[src/design/tbd_pkg.sv]
package tbd_pkg;
  // widths of the core
  localparam int TBD_PC_W = 9;
  localparam int TBD_STACK_DEPTH = 2;
  localparam int TBD_PORT_W = 6;
  // instruction cycle: four oscillator periods, numbered 0 to 3
  localparam logic [1:0] TBD_Q_LAST = 2'h3;
  localparam logic [1:0] TBD_Q_CAPTURE = 2'h1;
  localparam logic [1:0] TBD_Q_EXEC = 2'h3;
  // file addresses handled inside the core or watched by it
  localparam logic [4:0] TBD_FA_TIMER = 5'h01;
  localparam logic [4:0] TBD_FA_PCL = 5'h02;
  localparam logic [4:0] TBD_FA_STATUS = 5'h03;
  localparam logic [4:0] TBD_FA_PORT = 5'h06;
  // status field positions
  localparam int TBD_ST_C = 0;
  localparam int TBD_ST_DC = 1;
  localparam int TBD_ST_Z = 2;
  localparam int TBD_ST_PD = 3;
  localparam int TBD_ST_TO = 4;
  localparam logic [7:0] TBD_ST_SW_MASK = 8'h27;
  // option field: prescaler goes to the watchdog when set
  localparam int TBD_OPT_PSA = 3;
  // reset values
  localparam logic [7:0] TBD_STATUS_RST = 8'h18;
  localparam logic [7:0] TBD_OPTION_RST = 8'hff;
  localparam logic [5:0] TBD_DIR_RST = 6'h3f;
  localparam logic [8:0] TBD_PC_RST = 9'h000;
  localparam logic [7:0] TBD_CTRL_RST = 8'h01;
  localparam int TBD_CTRL_RUN = 0;
  // register port offsets
  localparam logic [3:0] TBD_REG_CTRL = 4'h0;
  localparam logic [3:0] TBD_REG_ACC = 4'h1;
  localparam logic [3:0] TBD_REG_STATUS = 4'h2;
  localparam logic [3:0] TBD_REG_OPTION = 4'h3;
  localparam logic [3:0] TBD_REG_PCLO = 4'h4;
  localparam logic [3:0] TBD_REG_PCHI = 4'h5;
  localparam logic [3:0] TBD_REG_DIR = 4'h6;
  // byte-oriented opcodes, bits 11 to 6
  localparam logic [5:0] OP_MISC = 6'h00;
  localparam logic [5:0] OP_CLEAR = 6'h01;
  localparam logic [5:0] OP_SUB = 6'h02;
  localparam logic [5:0] OP_DEC = 6'h03;
  localparam logic [5:0] OP_OR = 6'h04;
  localparam logic [5:0] OP_AND = 6'h05;
  localparam logic [5:0] OP_XOR = 6'h06;
  localparam logic [5:0] OP_ADD = 6'h07;
  localparam logic [5:0] OP_MOVE = 6'h08;
  localparam logic [5:0] OP_COMP = 6'h09;
  localparam logic [5:0] OP_INC = 6'h0a;
  localparam logic [5:0] OP_DEC_SKIP = 6'h0b;
  localparam logic [5:0] OP_ROT_RIGHT = 6'h0c;
  localparam logic [5:0] OP_ROT_LEFT = 6'h0d;
  localparam logic [5:0] OP_SWAP = 6'h0e;
  localparam logic [5:0] OP_INC_SKIP = 6'h0f;
  // low fields of the misc group with bit 5 clear
  localparam logic [4:0] MISC_NOP = 5'h00;
  localparam logic [4:0] MISC_OPTION = 5'h02;
  localparam logic [4:0] MISC_STANDBY = 5'h03;
  localparam logic [4:0] MISC_WDT_CLR = 5'h04;
  localparam logic [4:0] MISC_DIR_LOAD = 5'h06;
  // bit-oriented opcodes, bits 11 to 8
  localparam logic [3:0] OP_BIT_CLR = 4'h4;
  localparam logic [3:0] OP_BIT_SET = 4'h5;
  localparam logic [3:0] OP_TEST_CLR = 4'h6;
  localparam logic [3:0] OP_TEST_SET = 4'h7;
  // literal and control opcodes, bits 11 to 8; jump uses bits 11 to 9
  localparam logic [3:0] OP_RETURN = 4'h8;
  localparam logic [3:0] OP_CALL = 4'h9;
  localparam logic [2:0] OP_JUMP = 3'h5;
  localparam logic [3:0] OP_LOAD_LIT = 4'hc;
  localparam logic [3:0] OP_OR_LIT = 4'hd;
  localparam logic [3:0] OP_AND_LIT = 4'he;
  localparam logic [3:0] OP_XOR_LIT = 4'hf;
  // sequencer states
  typedef enum logic [2:0] {
    TBD_RUN = 3'b001,
    TBD_BUBBLE = 3'b010,
    TBD_STANDBY = 3'b100
  } tbd_state_t;
endpackage : tbd_pkg

[src/design/tbd_core.sv]
// How it works
// - one cycle, two when skipping or branching
// - four oscillator periods per instruction cycle
// - destination bit picks accumulator or file
// - byte format: opcode, destination, file address
// - bit format: opcode, bit number, file
// - literal format: opcode and eight-bit literal
// - jump carries nine-bit target literal
// - program counter writes clear bit eight
// - port read-modify-write uses pin levels
// - direction load copies accumulator to latches
// - timer writes clear assigned prescaler
// - increment/decrement skip on zero, no flags
// - bit set/clear/test, flags untouched
// - byte logic ops update only zero
// - rotates through carry, carry only
// - literal logic ops into accumulator, zero
// - return loads literal, pops, two cycles
// - standby entry updates timeout and powerdown
// - option load copies accumulator, no flags
// - move file sets zero flag
// - load literal into accumulator, no flags
`timescale 1ns/1ps
module tbd_core (
  // clock and reset
  input wire logic ref_clk,
  input wire logic reset,
  // program memory
  output logic [tbd_pkg::TBD_PC_W-1:0] progAddr,
  input wire logic [11:0] instrWord,
  // file register memory
  output logic [4:0] fileAddr,
  input wire logic [7:0] fileRdData,
  output logic fileWrEn,
  output logic [7:0] fileWrData,
  // port pins and peripherals
  input wire logic [tbd_pkg::TBD_PORT_W-1:0] portPins,
  output logic [tbd_pkg::TBD_PORT_W-1:0] portDir,
  output logic [7:0] optionOut,
  output logic prescalerClr,
  output logic wdtClr,
  output logic standby,
  input wire logic wakeReq,
  // register port
  input wire logic [3:0] regAddr,
  input wire logic [7:0] regWrData,
  input wire logic regWr,
  input wire logic regRd,
  output logic [7:0] regRdData
);
  import tbd_pkg::*;

  tbd_state_t state_r;
  logic [1:0] qPhase_r;
  logic [TBD_PC_W-1:0] pc_r;
  logic [11:0] instr_r;
  logic [7:0] acc_r;
  logic [7:0] status_r;
  logic [7:0] option_r;
  logic [5:0] dir_r;
  logic [7:0] ctrl_r;
  logic [TBD_PC_W-1:0] stack_r [TBD_STACK_DEPTH];
  logic [4:0] fileAddr_r;
  logic fileWrEn_r;
  logic [7:0] fileWrData_r;
  logic prescalerClr_r;
  logic wdtClr_r;
  logic standby_r;
  logic [7:0] regRdData_r;
  logic [TBD_PORT_W-1:0] pinS1_r, pinS2_r, pinS3_r, pinFilt_r;
  logic wakeS1_r, wakeS2_r, wakeS3_r, wakeFilt_r;

  logic running;
  logic execNow;
  logic [4:0] fAddr;
  logic destF;
  logic [2:0] bitNum;
  logic [7:0] lit;
  logic [7:0] fileVal;
  logic [8:0] sum9;
  logic [8:0] diff9;
  logic [4:0] sumNib;
  logic [4:0] diffNib;
  logic [7:0] res;
  logic wrAcc, wrFile, updZ, updC, updDC, newC, newDC;
  logic jump, skip, push, pop, optLd, dirLd, sleepGo, wdtGo;
  logic [TBD_PC_W-1:0] jumpAddr;
  logic [7:0] status_nxt;
  logic [TBD_PC_W-1:0] pcInc;

  // mask of the bit named by the bit field
  function automatic logic [7:0] bitMask(input logic [2:0] n);
    bitMask = 8'h01 << n;
  endfunction : bitMask

  // four-phase cycle
  // the phase counter freezes while halted so a resume restarts cleanly
  assign running = ctrl_r[TBD_CTRL_RUN] && (state_r != TBD_STANDBY);
  assign execNow = running && (qPhase_r == TBD_Q_EXEC);
  always_ff @(posedge ref_clk or posedge reset) begin
    if (reset) begin
      qPhase_r <= 2'h0;
    end else if (running) begin
      qPhase_r <= (qPhase_r == TBD_Q_LAST) ? 2'h0 : qPhase_r + 2'h1;
    end
  end

  // pin synchroniser
  // three stages; a change is taken only when the last two agree
  always_ff @(posedge ref_clk or posedge reset) begin
    if (reset) begin
      pinS1_r <= '0;
      pinS2_r <= '0;
      pinS3_r <= '0;
      pinFilt_r <= '0;
      wakeS1_r <= 1'b0;
      wakeS2_r <= 1'b0;
      wakeS3_r <= 1'b0;
      wakeFilt_r <= 1'b0;
    end else begin
      pinS1_r <= portPins;
      pinS2_r <= pinS1_r;
      pinS3_r <= pinS2_r;
      if (pinS2_r == pinS3_r) pinFilt_r <= pinS3_r;
      wakeS1_r <= wakeReq;
      wakeS2_r <= wakeS1_r;
      wakeS3_r <= wakeS2_r;
      if (wakeS2_r == wakeS3_r) wakeFilt_r <= wakeS3_r;
    end
  end

  // fetch and file address
  // memory has two clocks to answer before the execute phase
  always_ff @(posedge ref_clk or posedge reset) begin
    if (reset) begin
      instr_r <= 12'h000;
      fileAddr_r <= 5'h00;
    end else if (running && qPhase_r == TBD_Q_CAPTURE) begin
      instr_r <= instrWord;
      fileAddr_r <= instrWord[4:0];
    end
  end

  assign fAddr = instr_r[4:0];
  assign destF = instr_r[5];
  assign bitNum = instr_r[7:5];
  assign lit = instr_r[7:0];
  assign pcInc = pc_r + 9'h001;

  // operand source; port reads come from pins
  always_comb begin
    if (fAddr == TBD_FA_STATUS) begin
      fileVal = status_r;
    end else if (fAddr == TBD_FA_PORT) begin
      fileVal = {2'b00, pinFilt_r};
    end else if (fAddr == TBD_FA_PCL) begin
      // pc low lives here, read as the next word so adds make table jumps
      fileVal = pcInc[7:0];
    end else begin
      fileVal = fileRdData;
    end
  end

  assign sum9 = {1'b0, fileVal} + {1'b0, acc_r};
  assign diff9 = {1'b0, fileVal} + {1'b0, ~acc_r} + 9'h001;
  assign sumNib = {1'b0, fileVal[3:0]} + {1'b0, acc_r[3:0]};
  assign diffNib = {1'b0, fileVal[3:0]} + {1'b0, ~acc_r[3:0]} + 5'h01;

  // instruction execution
  always_comb begin
    res = 8'h00;
    wrAcc = 1'b0;
    wrFile = 1'b0;
    updZ = 1'b0;
    updC = 1'b0;
    updDC = 1'b0;
    newC = status_r[TBD_ST_C];
    newDC = status_r[TBD_ST_DC];
    jump = 1'b0;
    jumpAddr = pcInc;
    skip = 1'b0;
    push = 1'b0;
    pop = 1'b0;
    optLd = 1'b0;
    dirLd = 1'b0;
    sleepGo = 1'b0;
    wdtGo = 1'b0;
    if (instr_r[11:10] == 2'b00) begin
      wrAcc = !destF;
      wrFile = destF;
      case (instr_r[11:6])
        OP_MISC: begin
          wrAcc = 1'b0;
          res = acc_r;
          if (!destF) begin
            case (fAddr)
              MISC_OPTION: optLd = 1'b1;
              MISC_STANDBY: sleepGo = 1'b1;
              MISC_WDT_CLR: wdtGo = 1'b1;
              MISC_DIR_LOAD: dirLd = 1'b1;
              default: ;
            endcase
          end
        end
        OP_CLEAR: begin
          res = 8'h00;
          updZ = 1'b1;
        end
        OP_SUB: begin
          res = diff9[7:0];
          newC = diff9[8];
          newDC = diffNib[4];
          {updZ, updC, updDC} = 3'b111;
        end
        OP_DEC: begin
          res = fileVal - 8'h01;
          updZ = 1'b1;
        end
        OP_OR: begin
          res = fileVal | acc_r;
          updZ = 1'b1;
        end
        OP_AND: begin
          res = fileVal & acc_r;
          updZ = 1'b1;
        end
        OP_XOR: begin
          res = fileVal ^ acc_r;
          updZ = 1'b1;
        end
        OP_ADD: begin
          res = sum9[7:0];
          newC = sum9[8];
          newDC = sumNib[4];
          {updZ, updC, updDC} = 3'b111;
        end
        OP_MOVE: begin
          res = fileVal;
          updZ = 1'b1;
        end
        OP_COMP: begin
          res = ~fileVal;
          updZ = 1'b1;
        end
        OP_INC: begin
          res = fileVal + 8'h01;
          updZ = 1'b1;
        end
        OP_DEC_SKIP: begin
          res = fileVal - 8'h01;
          skip = (res == 8'h00);
        end
        OP_ROT_RIGHT: begin
          res = {status_r[TBD_ST_C], fileVal[7:1]};
          newC = fileVal[0];
          updC = 1'b1;
        end
        OP_ROT_LEFT: begin
          res = {fileVal[6:0], status_r[TBD_ST_C]};
          newC = fileVal[7];
          updC = 1'b1;
        end
        OP_SWAP: res = {fileVal[3:0], fileVal[7:4]};
        OP_INC_SKIP: begin
          res = fileVal + 8'h01;
          skip = (res == 8'h00);
        end
        default: ;
      endcase
      // the misc group with d=1 writes the accumulator to the file
      if (instr_r[11:6] == OP_MISC && destF) res = acc_r;
    end else if (instr_r[11:10] == 2'b01) begin
      case (instr_r[11:8])
        OP_BIT_CLR: begin
          res = fileVal & ~bitMask(bitNum);
          wrFile = 1'b1;
        end
        OP_BIT_SET: begin
          res = fileVal | bitMask(bitNum);
          wrFile = 1'b1;
        end
        OP_TEST_CLR: skip = !fileVal[bitNum];
        OP_TEST_SET: skip = fileVal[bitNum];
        default: ;
      endcase
    end else if (instr_r[11:9] == OP_JUMP) begin
      jump = 1'b1;
      jumpAddr = instr_r[8:0];
    end else begin
      case (instr_r[11:8])
        OP_RETURN: begin
          res = lit;
          wrAcc = 1'b1;
          jump = 1'b1;
          pop = 1'b1;
          jumpAddr = stack_r[0];
        end
        OP_CALL: begin
          jump = 1'b1;
          push = 1'b1;
          jumpAddr = {1'b0, lit};
        end
        OP_LOAD_LIT: begin
          res = lit;
          wrAcc = 1'b1;
        end
        OP_OR_LIT: begin
          res = lit | acc_r;
          wrAcc = 1'b1;
          updZ = 1'b1;
        end
        OP_AND_LIT: begin
          res = lit & acc_r;
          wrAcc = 1'b1;
          updZ = 1'b1;
        end
        default: begin
          res = lit ^ acc_r;
          wrAcc = 1'b1;
          updZ = 1'b1;
        end
      endcase
    end
    // file write to pc clears bit eight
    if (wrFile && fAddr == TBD_FA_PCL) begin
      jump = 1'b1;
      jumpAddr = {1'b0, res};
    end
  end

  // next status: software-writable bits first, flags on top
  always_comb begin
    status_nxt = status_r;
    if (wrFile && fAddr == TBD_FA_STATUS) begin
      status_nxt = (status_r & ~TBD_ST_SW_MASK) | (res & TBD_ST_SW_MASK);
    end
    if (updZ) status_nxt[TBD_ST_Z] = (res == 8'h00);
    if (updC) status_nxt[TBD_ST_C] = newC;
    if (updDC) status_nxt[TBD_ST_DC] = newDC;
    if (sleepGo) begin
      status_nxt[TBD_ST_TO] = 1'b1;
      status_nxt[TBD_ST_PD] = 1'b0;
    end
    if (wdtGo) begin
      status_nxt[TBD_ST_TO] = 1'b1;
      status_nxt[TBD_ST_PD] = 1'b1;
    end
  end

  // sequencer, second cycle as a bubble
  // the fetched word after a branch or skip is simply not executed
  always_ff @(posedge ref_clk or posedge reset) begin
    if (reset) begin
      state_r <= TBD_RUN;
      standby_r <= 1'b0;
    end else if (state_r == TBD_STANDBY) begin
      if (wakeFilt_r) begin
        state_r <= TBD_RUN;
        standby_r <= 1'b0;
      end
    end else if (execNow) begin
      case (state_r)
        TBD_RUN: begin
          if (sleepGo) begin
            state_r <= TBD_STANDBY;
            standby_r <= 1'b1;
          end else if (jump || skip) begin
            state_r <= TBD_BUBBLE;
          end
        end
        default: state_r <= TBD_RUN;
      endcase
    end
  end

  // program counter and stack
  always_ff @(posedge ref_clk or posedge reset) begin
    if (reset) begin
      pc_r <= TBD_PC_RST;
      for (int i = 0; i < TBD_STACK_DEPTH; i++) stack_r[i] <= TBD_PC_RST;
    end else if (execNow && state_r == TBD_RUN) begin
      pc_r <= jump ? jumpAddr : (skip ? pc_r + 9'h002 : pcInc);
      if (push) begin
        stack_r[0] <= pcInc;
        for (int i = 1; i < TBD_STACK_DEPTH; i++) stack_r[i] <= stack_r[i-1];
      end else if (pop) begin
        for (int i = 0; i < TBD_STACK_DEPTH - 1; i++) begin
          stack_r[i] <= stack_r[i+1];
        end
      end
    end
  end

  // accumulator, status, option and direction latches
  always_ff @(posedge ref_clk or posedge reset) begin
    if (reset) begin
      acc_r <= 8'h00;
      status_r <= TBD_STATUS_RST;
      option_r <= TBD_OPTION_RST;
      dir_r <= TBD_DIR_RST;
    end else if (execNow && state_r == TBD_RUN) begin
      if (wrAcc) acc_r <= res;
      status_r <= status_nxt;
      if (optLd) option_r <= acc_r;
      if (dirLd) dir_r <= acc_r[5:0];
    end
  end

  // file write and peripheral pulses, one clock each
  always_ff @(posedge ref_clk or posedge reset) begin
    if (reset) begin
      fileWrEn_r <= 1'b0;
      fileWrData_r <= 8'h00;
      prescalerClr_r <= 1'b0;
      wdtClr_r <= 1'b0;
    end else begin
      fileWrEn_r <= 1'b0;
      prescalerClr_r <= 1'b0;
      wdtClr_r <= 1'b0;
      if (execNow && state_r == TBD_RUN) begin
        if (wrFile && fAddr != TBD_FA_STATUS && fAddr != TBD_FA_PCL) begin
          fileWrEn_r <= 1'b1;
          fileWrData_r <= res;
        end
        prescalerClr_r <= wrFile && fAddr == TBD_FA_TIMER &&
                          !option_r[TBD_OPT_PSA];
        wdtClr_r <= wdtGo || sleepGo;
      end
    end
  end

  // register port: only control is writable, others show core state
  always_ff @(posedge ref_clk or posedge reset) begin
    if (reset) begin
      ctrl_r <= TBD_CTRL_RST;
      regRdData_r <= 8'h00;
    end else begin
      if (regWr && regAddr == TBD_REG_CTRL) ctrl_r <= regWrData;
      regRdData_r <= 8'h00;
      if (regRd) begin
        if (regAddr == TBD_REG_CTRL) regRdData_r <= ctrl_r;
        else if (regAddr == TBD_REG_ACC) regRdData_r <= acc_r;
        else if (regAddr == TBD_REG_STATUS) regRdData_r <= status_r;
        else if (regAddr == TBD_REG_OPTION) regRdData_r <= option_r;
        else if (regAddr == TBD_REG_PCLO) regRdData_r <= pc_r[7:0];
        else if (regAddr == TBD_REG_PCHI) regRdData_r <= {7'h00, pc_r[8]};
        else if (regAddr == TBD_REG_DIR) regRdData_r <= {2'b00, dir_r};
      end
    end
  end

  // outputs straight from flops
  assign progAddr = pc_r;
  assign fileAddr = fileAddr_r;
  assign fileWrEn = fileWrEn_r;
  assign fileWrData = fileWrData_r;
  assign portDir = dir_r;
  assign optionOut = option_r;
  assign prescalerClr = prescalerClr_r;
  assign wdtClr = wdtClr_r;
  assign standby = standby_r;
  assign regRdData = regRdData_r;
endmodule : tbd_core

[config.mk]
export PLATFORM = sky130hd
export DESIGN_NAME = tbd_core
export DESIGN_NICKNAME = d
export VERILOG_FILES = /design/src/design/tbd_pkg.sv /design/src/design/tbd_core.sv
export SDC_FILE = /design/constraint.sdc
export NUM_CORES = 1
export LEC_CHECK = 0
export BUFFER_PORTS_ARGS = -buffer_cell sky130_fd_sc_hd__clkbuf_2
export CORE_ASPECT_RATIO = 0.7
export CORE_MARGIN = 8
export CORE_UTILIZATION = 33
export CTS_BUF_LIST = sky130_fd_sc_hd__clkbuf_8 sky130_fd_sc_hd__clkbuf_16
export CTS_CLUSTER_DIAMETER = 150
export DETAILED_ROUTE_END_ITERATION = 16
export PLACE_DENSITY = 0.54
export SLEW_MARGIN = 20
export SYNTH_ARGS = -nofsm -noshare
export SYNTH_HDL_FRONTEND = slang
export SYNTH_SLANG_ARGS = --single-unit
[constraint.sdc]
create_clock -name ref_clk -period 4.4 [get_ports ref_clk]
set_clock_uncertainty 0.2 [all_clocks]
set_input_delay 0.88 -clock ref_clk [delete_from_list [all_inputs] [get_ports ref_clk]]
set_output_delay 0.88 -clock ref_clk [all_outputs]
set_load 0.02 [all_outputs]
# After elaboration in Yosys (flattened, before gate mapping)
# Cells that the tools add are included.
# word_totals
output_inout_bits,48
ff_bits,135
inputBits,43
# classes
eq_ne,52
bitwise,13
n_shift,1
n_lt_le_gt_ge,1
reduce_logical,53
add_sub_neg,11
muxes,105
# op_table
cell,count
$mux 8,13
$pmux 8 s13,1
$mux 9,8
$mux 1,63
$eq 6x4->1 const B,8
$pmux 8 s4,1
$eq 4x3->1 const B,7
$and 8x8->8,3
$eq 6x3->1 const B,4
$logic_not 8->1,3
$not 8->8,3
$or 8x8->8,3
$eq 4x4->1 const B,5
$add 8x8->9,2
$add 9x1->9 const B,2
$mux 3,6
$pmux 9 s2,1
$reduce_and 2->1,9
$pmux 8 s2,1
$xor 8x8->8,2
$reduce_bool 2->1,7
$eq 6x2->1 const B,2
$logic_and 1x1->1,12
$mux 6,2
other kinds (46),68

# Longest topological paths before layout
# Gate-level depths: netlist of run 1.
# logic_depth
word_depth,16
ltp_mapped,19

# Worst setup path after synthesis of run 1
# No wires, ideal clock.
# synth_timing
path_kind,register -> register
from,"register pc_r[1], in the netlist progAddr[1]"
to,register status_r[2]
path_stages_with_launch,15
synth_period_minus_slack_ps,4595
arrival_ps,4292
required_time_ps,4097
setup_slack_ps,-195
path_buffers,0
setup_ps,103
path_cell_list,dfrtp_1 ha_1 mux2i_1 nor4_4 nor3_4 inv_1 fa_1 a222oi_1 nand4_1 a2111o_1 o211a_1 or3_1 or4_1 or3_1 o41ai_2
# synth_via
elab_chain_len,12
# synth_rtl
element,line,text
"start, declared",tbd_core.sv:55,logic [TBD_PC_W-1:0] pc_r;
"start signal, assigned",tbd_core.sv:382,pc_r <= jump ? jumpAddr : (skip ? pc_r + 9'h002 : pcInc);
$add 9x1->9 *,tbd_core.sv:148,assign pcInc = pc_r + 9'h001;
$mux 8 *,tbd_core.sv:156,end else if (fAddr == TBD_FA_PCL) begin
$mux 8 *,tbd_core.sv:154,end else if (fAddr == TBD_FA_PORT) begin
$mux 8 *,tbd_core.sv:152,if (fAddr == TBD_FA_STATUS) begin
$add 8x8->9,tbd_core.sv:165,"assign diff9 = {1'b0, fileVal} + {1'b0, ~acc_r} + 9'h001;"
$add 9x1->9,tbd_core.sv:165,
$pmux 8 s13,tbd_core.sv:191,case (instr_r[11:6])
$mux 8,tbd_core.sv:271,if (instr_r[11:6] == OP_MISC && destF) res = acc_r;
$mux 8 *,tbd_core.sv:188,if (instr_r[11:10] == 2'b00) begin
$or 8x6->8,tbd_core.sv:335,status_nxt = (status_r & ~TBD_ST_SW_MASK) | (res & TBD_ST_SW_MASK);
$mux 5,tbd_core.sv:334,if (wrFile && fAddr == TBD_FA_STATUS) begin
$mux 1 *,tbd_core.sv:337,if (updZ) status_nxt[TBD_ST_Z] = (res == 8'h00);
"end signal, assigned",tbd_core.sv:403,status_r <= status_nxt;
"end, declared",tbd_core.sv:58,logic [7:0] status_r;
# Every way passes the cells marked *; elsewhere a longest branch is shown, timed or not. The select of a mux whose other input is x is not followed.
# A chain may end at the register's enable or synchronous reset.

# Final worst setup path of run 1
# layout_timing
from,register instr_r[0]
to,register status_r[2]
# layout_via
elab_chain_len,12
# layout_rtl
element,line,text
"start, declared",tbd_core.sv:56,logic [11:0] instr_r;
"start signal, assigned",tbd_core.sv:139,instr_r <= instrWord;
$eq 5x2->1,tbd_core.sv:156,
$mux 8,tbd_core.sv:156,
$mux 8,tbd_core.sv:154,
$mux 8,tbd_core.sv:152,
$add 8x8->9,tbd_core.sv:165,
$add 9x1->9,tbd_core.sv:165,
$pmux 8 s13,tbd_core.sv:191,
$mux 8,tbd_core.sv:271,
$mux 8,tbd_core.sv:188,
$or 8x6->8,tbd_core.sv:335,
$mux 5,tbd_core.sv:334,
$mux 1,tbd_core.sv:337,
# Several ways; a longest one is shown, not always the timed one. The select of a mux whose other input is x is not followed.

==> summary.md, run 1 <==
| Metric | Value |
|---|---|
| Outcome | `complete, but fails checks` |
| Failing checks | `setup timing` |
| Crit share post-route | `102.6%` |
| Maxcap violations | `0` |
| Leading area contributor after synthesis | `dfrtp_1` |
| Clock Latency Late Sink | `0.44 ns` |
| FILL cells | `2781` |
| Min Hold Slack | `0.1454 ns` |
| Min cycle time layout | `4.513 ns` |
| H-Tree Depth | `4` |
| Worst setup margin | `-0.1130 ns` |
| Top_reg_cell synth | `dfrtp_1` |
| Antenna Diode Count | `0` |
| Worst-margin pin slew | `1.212 ns` |
| Syn. warnings | `0` |
| Initial antenna violation count | `1` |
| Final wirelength | `40150 microns` |
| CTS tree | `yes` |
| Pleak | `5.248 nW` |
| Post-route ant nets | `0` |
| Pwr Total | `0.009177 W` |
| HP Class | `reg -> reg` |
| Die height | `156.1 microns` |
| Vias in the first global route | `9380` |
| First-pass GRT wire length | `59830 microns` |
| VDD IR max | `0.0004038 V` |
| Critical Path RT | `4.54 ns` |
| Relative slew slack | `18.56%` |
| Final hold viol count | `0` |
| Synthesized net count | `1157` |
| Row count | `51` |
| Vias per cell | `5.799` |
| Avg Inst Size Synth | `8.682 sq um` |
| DRC viols | `0` |
| Worst setup SP type | `flop` |
| Clock-pin transition on the worst setup and hold timing paths | `0.06 ns` |
| GP Congestion | `1.019` |
| Fin Setup TNS | `-0.1130 ns` |
| Post-Syn Area | `9255 sq um` |
| DRT iter0 DRCs | `1199` |
| Area taken by multi-input logic gates | `5774 sq um` |
| Placed cell areas | `11100 sq um` |
| Root Driver | `clkbuf_16` |
| Initial core utilization | `33.42%` |
| DIE AREA | `33750 sq um` |
| Commonest non-fill, non-tap cell in the layout | `buf_4` |
| Achievable Freq | `221.6 MHz` |
| Layout cells sized above 1 | `33.31%` |
| Flop2flop setup slack | `-0.11 ns` |
| CTS Sinks | `128` |
| Synth top area share | `29.74%` |
| Hpwl dp | `31710 microns` |
| Grt ovf | `0` |
| Clock tree buffer depth | `2` |
| RSZ-0062 raised after global routing | `true` |
| Buffers on Ports | `90` |
| Core Footprint | `27690 sq um` |
| Final #Nets | `1366` |
| Die width | `216.2 microns` |
| Post-synth ARST share | `100.0%` |
| Synth unique cells | `87` |
| Num CTS Buffers | `17` |
| Pre-CTS setup slack | `-0.2559 ns` |
| Final instance area | `12040 sq um` |
| Mapped Cells | `1066` |
| GRT Overall Usage | `23.47%` |
| Data arrival time of the critical path | `4.65 ns` |
| Critical path class | `reg -> reg` |
| Via count | `9621` |
| Dominant cells by area after synthesis | `dfrtp_1, ha_1, mux2_2, dfstp_2, nand2_1` |
| Crit path capture type | `flop` |
| Crit Path Max Fanout | `6` |
| Final Max Slew Viols | `0` |
| Detailed Routing Iterations Pass 1 | `6` |
| PD cells | `762.3 nW/um^2` |
| Total area of sequential cells | `3229 sq um` |
| Sequential-to-total area share from yosys stat | `34.85%` |
| Commonest non-fill, non-tap cells in the layout | `buf_4, nand2_1, dfrtp_1` |
| Drt wl/cell | `24.20 microns` |
| Largest net degree at the start of global routing | `47` |
| Area grow syn2layout | `30.08%` |
| Setup violators final | `1` |
| Count of state elements after synthesis | `128` |
| Top Ports | `91` |
| Count of flip-flops with a built-in enable after synthesis | `0` |
[registers in the layout (all words and copies together) (netlist names)]
register,flops
wakeS1_r,1
instr_r,12
pinS3_r,6
stack_r,18
regRdData,8
fileWrData,8
acc_r,8
standby,1
progAddr,9
state_r,3
fileWrEn,1
wakeS3_r,1
wdtClr,1
status_r,6
portDir,6
optionOut,8
wakeFilt_r,1
qPhase_r,2
prescalerClr,1
ctrl_r,8
pinS2_r,6
pinS1_r,6
wakeS2_r,1
pinFilt_r,6
[metrics by stage]
step / utilization (%) / std cells
after CTS: 42.85 / 1656
after global routing: 43.47 / 1659
final: 43.47 / 1659
after global placement: 40.08 / 1615
after detailed placement: 40.08 / 1615
after floorplan: - / 1066
[layout make-up]
cell class / count / area share (%)
Tap cell: 371 / 3.856
Clock inverter: 12 / 0.9769
Sequential cell: 128 / 26.82
Inverter: 50 / 1.590
Timing Repair Buffer: 260 / 14.91
Clock buffer: 20 / 3.877
Multi-Input combinational cell: 818 / 47.96
[timing repair]
action	4_1_cts	5_1_grt
hold buffers	0	0
cloned	0	0
resized for setup	25	31
setup endpoints to repair	4	15
setup buffers	9	3
pin swaps	13	12
[power breakdown]
group          internal, W  leakage, nW  total [W]  switching [W]
logic              0.00238         3.40    0.00598        0.00360
clock network     0.000869        0.292    0.00140       0.000536
registers          0.00143         1.55    0.00179       0.000362
[worst max-delay path, cell delays in order (launching register included)]
cell and delay (ns):
dfrtp_1 0.37, buf_4 0.16, buf_6 0.14, mux2i_4 0.20, buf_4 0.16, nor4_4 0.28
nor3_4 0.09, inv_2 0.09, fa_1 0.41, a222oi_1 0.33, nand4_1 0.17, a2111o_1 0.30
o211a_1 0.26, or3_1 0.34, or4_1 0.39, or3_1 0.33, o41ai_2 0.19
[logic make-up (layout without fill, tap and decap cells)]
family	count (synthesis)	after routing	synth area share, %
multiplexers	59	59	7.138
AND/OR/NAND/NOR	362	362	19.77
AO/OA/AOI/OAI	327	327	24.12
adder cells (fa/ha/maj)	49	49	6.759
flip-flops	128	128	34.85
buffers and inverters	120	342	5.381
XOR/XNOR	21	21	1.987
[layer usage]
metal | routed length, microns | vias up | track usage, %
met2 | 15130 | 572 | 30.26
li1 | - | 4361 | -
met4 | 1204 | 2 | 8.384
met1 | 18260 | 4615 | 33.29
met3 | 5544 | 71 | 10.67
met5 | 8 | - | 0
[Yosys cell counts, types with 10 or more instances]
cell type and count:
mux2_2 46, nor2_1 66, mux2i_1 12, o22ai_1 11, o211ai_1 12, o21ai_0 78
clkbuf_1 46, nor3_1 41, nor2b_1 16, inv_1 41, dfrtp_1 110, nor4_1 15
a31oi_1 14, ha_1 46, nand3_1 24, nand2_1 114, a221oi_1 20, or2_2 10
nand4_1 11, dfstp_2 18, nand2b_1 13, a21oi_1 63, a211oi_1 10, a22oi_1 19
buf_2 14, xnor2_1 12
[final timing paths]
kind,end,from,depth (start not counted)
setup / recovery,status_r[2],instr_r[0],16
hold reg to reg,pinS2_r[1],pinS1_r[1],0
hold / removal,pinS2_r[1],pinS1_r[1],0
max in group asynchronous,portDir[3],reset,3
min in group asynchronous,pinS1_r[5],reset,2
setup reg to reg,status_r[2],instr_r[0],16
(Power assumes the default switching activity.)
==> run 2, diff against run 1 <==
--- a/config.mk
+++ b/config.mk
@@ -5,7 +5,7 @@
 export SDC_FILE = /design/constraint.sdc
 export NUM_CORES = 1
 export LEC_CHECK = 0
-export BUFFER_PORTS_ARGS = -buffer_cell sky130_fd_sc_hd__clkbuf_2
+export BUFFER_PORTS_ARGS = -buffer_cell sky130_fd_sc_hd__buf_2
 export CORE_ASPECT_RATIO = 0.7
 export CORE_MARGIN = 8
 export CORE_UTILIZATION = 33
==> run 2 against run 1 <==
The run still ends with setup timing left. Count of clock-buffer cells in the layout is 3 lower. Cell count is 1.1% lower. First-iteration DRC count is 9.4% lower. Global-route usage is 0.39 points higher. Power is 3.1% lower. Largest cell class unchanged.
==> summary.md, run 2 (synthesis results as in run 1) <==
| Metric | Value |
|---|---|
| Outcome | `complete, but fails checks` |
| Failing checks | `setup timing` |
| CTS tree | `yes` |
| Clock-pin transition on the worst setup and hold timing paths | `0.06 ns` |
| FILL cells | `2791` |
| Hpwl dp | `31770 microns` |
| PD cells | `753.6 nW/um^2` |
| Largest net degree at the start of global routing | `87` |
| Final core utilization | `42.61%` |
| RSZ-0062 raised after global routing | `true` |
| Crit share post-route | `105.8%` |
| Grt ovf | `0` |
| Fin Setup TNS | `-0.2554 ns` |
| Die width | `216.2 microns` |
| Layout cells sized above 1 | `31.97%` |
| Top Ports | `91` |
| Buffers on Ports | `90` |
| VDD IR max | `0.0004463 V` |
| DRC viols | `0` |
| Antenna Diode Count | `0` |
| Drt wl/cell | `24.54 microns` |
| Vias per cell | `5.811` |
| H-Tree Depth | `4` |
| Pwr Total | `0.008892 W` |
| Clk pwr share | `14.5%` |
| Via count | `9536` |
| Vias in the first global route | `9298` |
| Switching Fraction | `49.77%` |
| Number of flip-flops in the largest register | `18` |
| Most flops, register | `stack_r` |
| FF-to-FF End | `status_r[2]` |
| Critical Path RT | `4.53 ns` |
| Num CTS Buffers | `17` |
| R2r startpoint | `instr_r[4]` |
| Min cycle time layout | `4.655 ns` |
| Row count | `51` |
| Worst Hold Depth | `0` |
| Clock Latency Late Sink | `0.43 ns` |
| First-pass GRT wire length | `60770 microns` |
| Worst-margin pin slew | `0.8324 ns` |
| DIE AREA | `33750 sq um` |
| WHS Endpoint | `wakeS2_r` |
| Achievable Freq | `214.8 MHz` |
| Pre-CTS setup slack | `-0.3908 ns` |
| Comb power frac | `65.3%` |
| Detailed Routing Iterations Pass 1 | `6` |
| Final Max Slew Viols | `0` |
| Data arrival time of the critical path | `4.78 ns` |
| CTS Sinks | `128` |
| Final instance area | `11800 sq um` |
| Setup violators final | `1` |
| Die height | `156.1 microns` |
| Final #Nets | `1348` |
| Final wirelength | `40280 microns` |
| Crit path capture type | `flop` |
| Flop pwr share | `20.3%` |
| Initial antenna violation count | `0` |
| Clock tree buffer depth | `2` |
| Int Power | `0.004466 W` |
| Placed cell areas | `11020 sq um` |
| Relative slew slack | `44.39%` |
| Critical path class | `reg -> reg` |
| Root Driver | `clkbuf_16` |
| Net switching power | `0.004426 W` |
| Worst setup margin | `-0.2554 ns` |
| Post-route ant nets | `0` |
| Commonest non-fill, non-tap cell in the layout | `buf_4` |
| Final hold viol count | `0` |
| Crit Path Max Fanout | `10` |
| Pleak | `5.157 nW` |
| Flop2flop setup slack | `-0.26 ns` |
| Initial core utilization | `33.42%` |
| Worst setup SP type | `flop` |
| DRT iter0 DRCs | `1086` |
| Area grow syn2layout | `27.50%` |
| Maxcap violations | `0` |
| Commonest non-fill, non-tap cells in the layout | `buf_4, nand2_1, dfrtp_1` |
| R2r worst-path depth | `15` |
| GRT Overall Usage | `23.86%` |
| GP Congestion | `0.9580` |
| HP Class | `reg -> reg` |
| HP Start | `wakeS1_r` |
| Core Footprint | `27690 sq um` |
-- run 2: cell types whose count changed in the layout (fill, tap and decap cells not counted), sizes merged --
| cell | previous run | this run |
|---|---|---|
| inv | 51 | 52 |
| clkbuf | 110 | 17 |
| bufinv | 2 | 1 |
| clkinv | 5 | 8 |
| buf | 170 | 242 |
-- run 2: critical path, stage by stage (launching register included) --
cell and delay [ns]:
dfrtp_1 0.37, buf_4 0.19, nor3b_4 0.31, a21boi_2 0.12, a211oi_4 0.23, ha_1 0.21, inv_1 0.06, fa_1 0.42
a222oi_1 0.34, nand4_1 0.16, a2111o_1 0.31, o211a_1 0.27, or3_1 0.37, or4_4 0.45, or3_4 0.36, o41ai_4 0.19
-- run 2: cell type report --
class                      instances  area [sq um]  share of cell area, %
clock buffer                      17         425.4                  3.605
sequential                       128          3229                  27.37
clock inverter                    15         106.4                 0.9013
timing repair buffer             242          1648                  13.96
tap                              371         464.2                  3.934
inverter                          50         191.4                  1.622
multi-input combinational        818          5736                  48.61
-- run 2: timing repair --
item / in CTS / in global routing
setup endpoints to repair: 8 / 17
hold buffers: 0 / 0
buffers inserted: 2 / 3
resized for setup: 16 / 35
pin swaps: 7 / 8
-- run 2: metal layers --
metal	wire length [microns]	vias up	track usage, %
met5	0	-	0
met2	15380	500	31.20
met1	19010	4661	35.47
li1	-	4321	-
met3	5012	54	9.124
met4	869	0	6.039
-- run 2: metrics by stage --
stage / instances / hold slack, ns
after floorplan: 1066 / 0.1312
after global placement: 1604 / 0.1346
after detailed placement: 1604 / 0.1347
after CTS: 1638 / 0.1480
after global routing: 1641 / 0.1522
final: 1641 / 0.1467
-- run 2: worst max path at each step --
stage	startpoint	end	slack [ns]	depth (start not counted)
global route	instr_r[0]	status_r[2]	-0.37	19
global placement	fileRdData[0]	status_r[2]	-0.35	14
floorplan	instr_r[4]	status_r[2]	-0.13	16
detailed placement	fileRdData[0]	status_r[2]	-0.39	14
finish	instr_r[4]	status_r[2]	-0.26	15
CTS	instr_r[4]	status_r[2]	-0.18	15
-- run 2: power by group through the flow --
stage | clock network (W) | registers, W | logic (W)
global route | 0.00137 | 0.00183 | 0.00618
floorplan | 0 | 0.00172 | 0.00298
detailed placement | 0 | 0.00180 | 0.00538
CTS | 0.00132 | 0.00178 | 0.00547
finish | 0.00129 | 0.00180 | 0.00581
global placement | 0 | 0.00179 | 0.00537
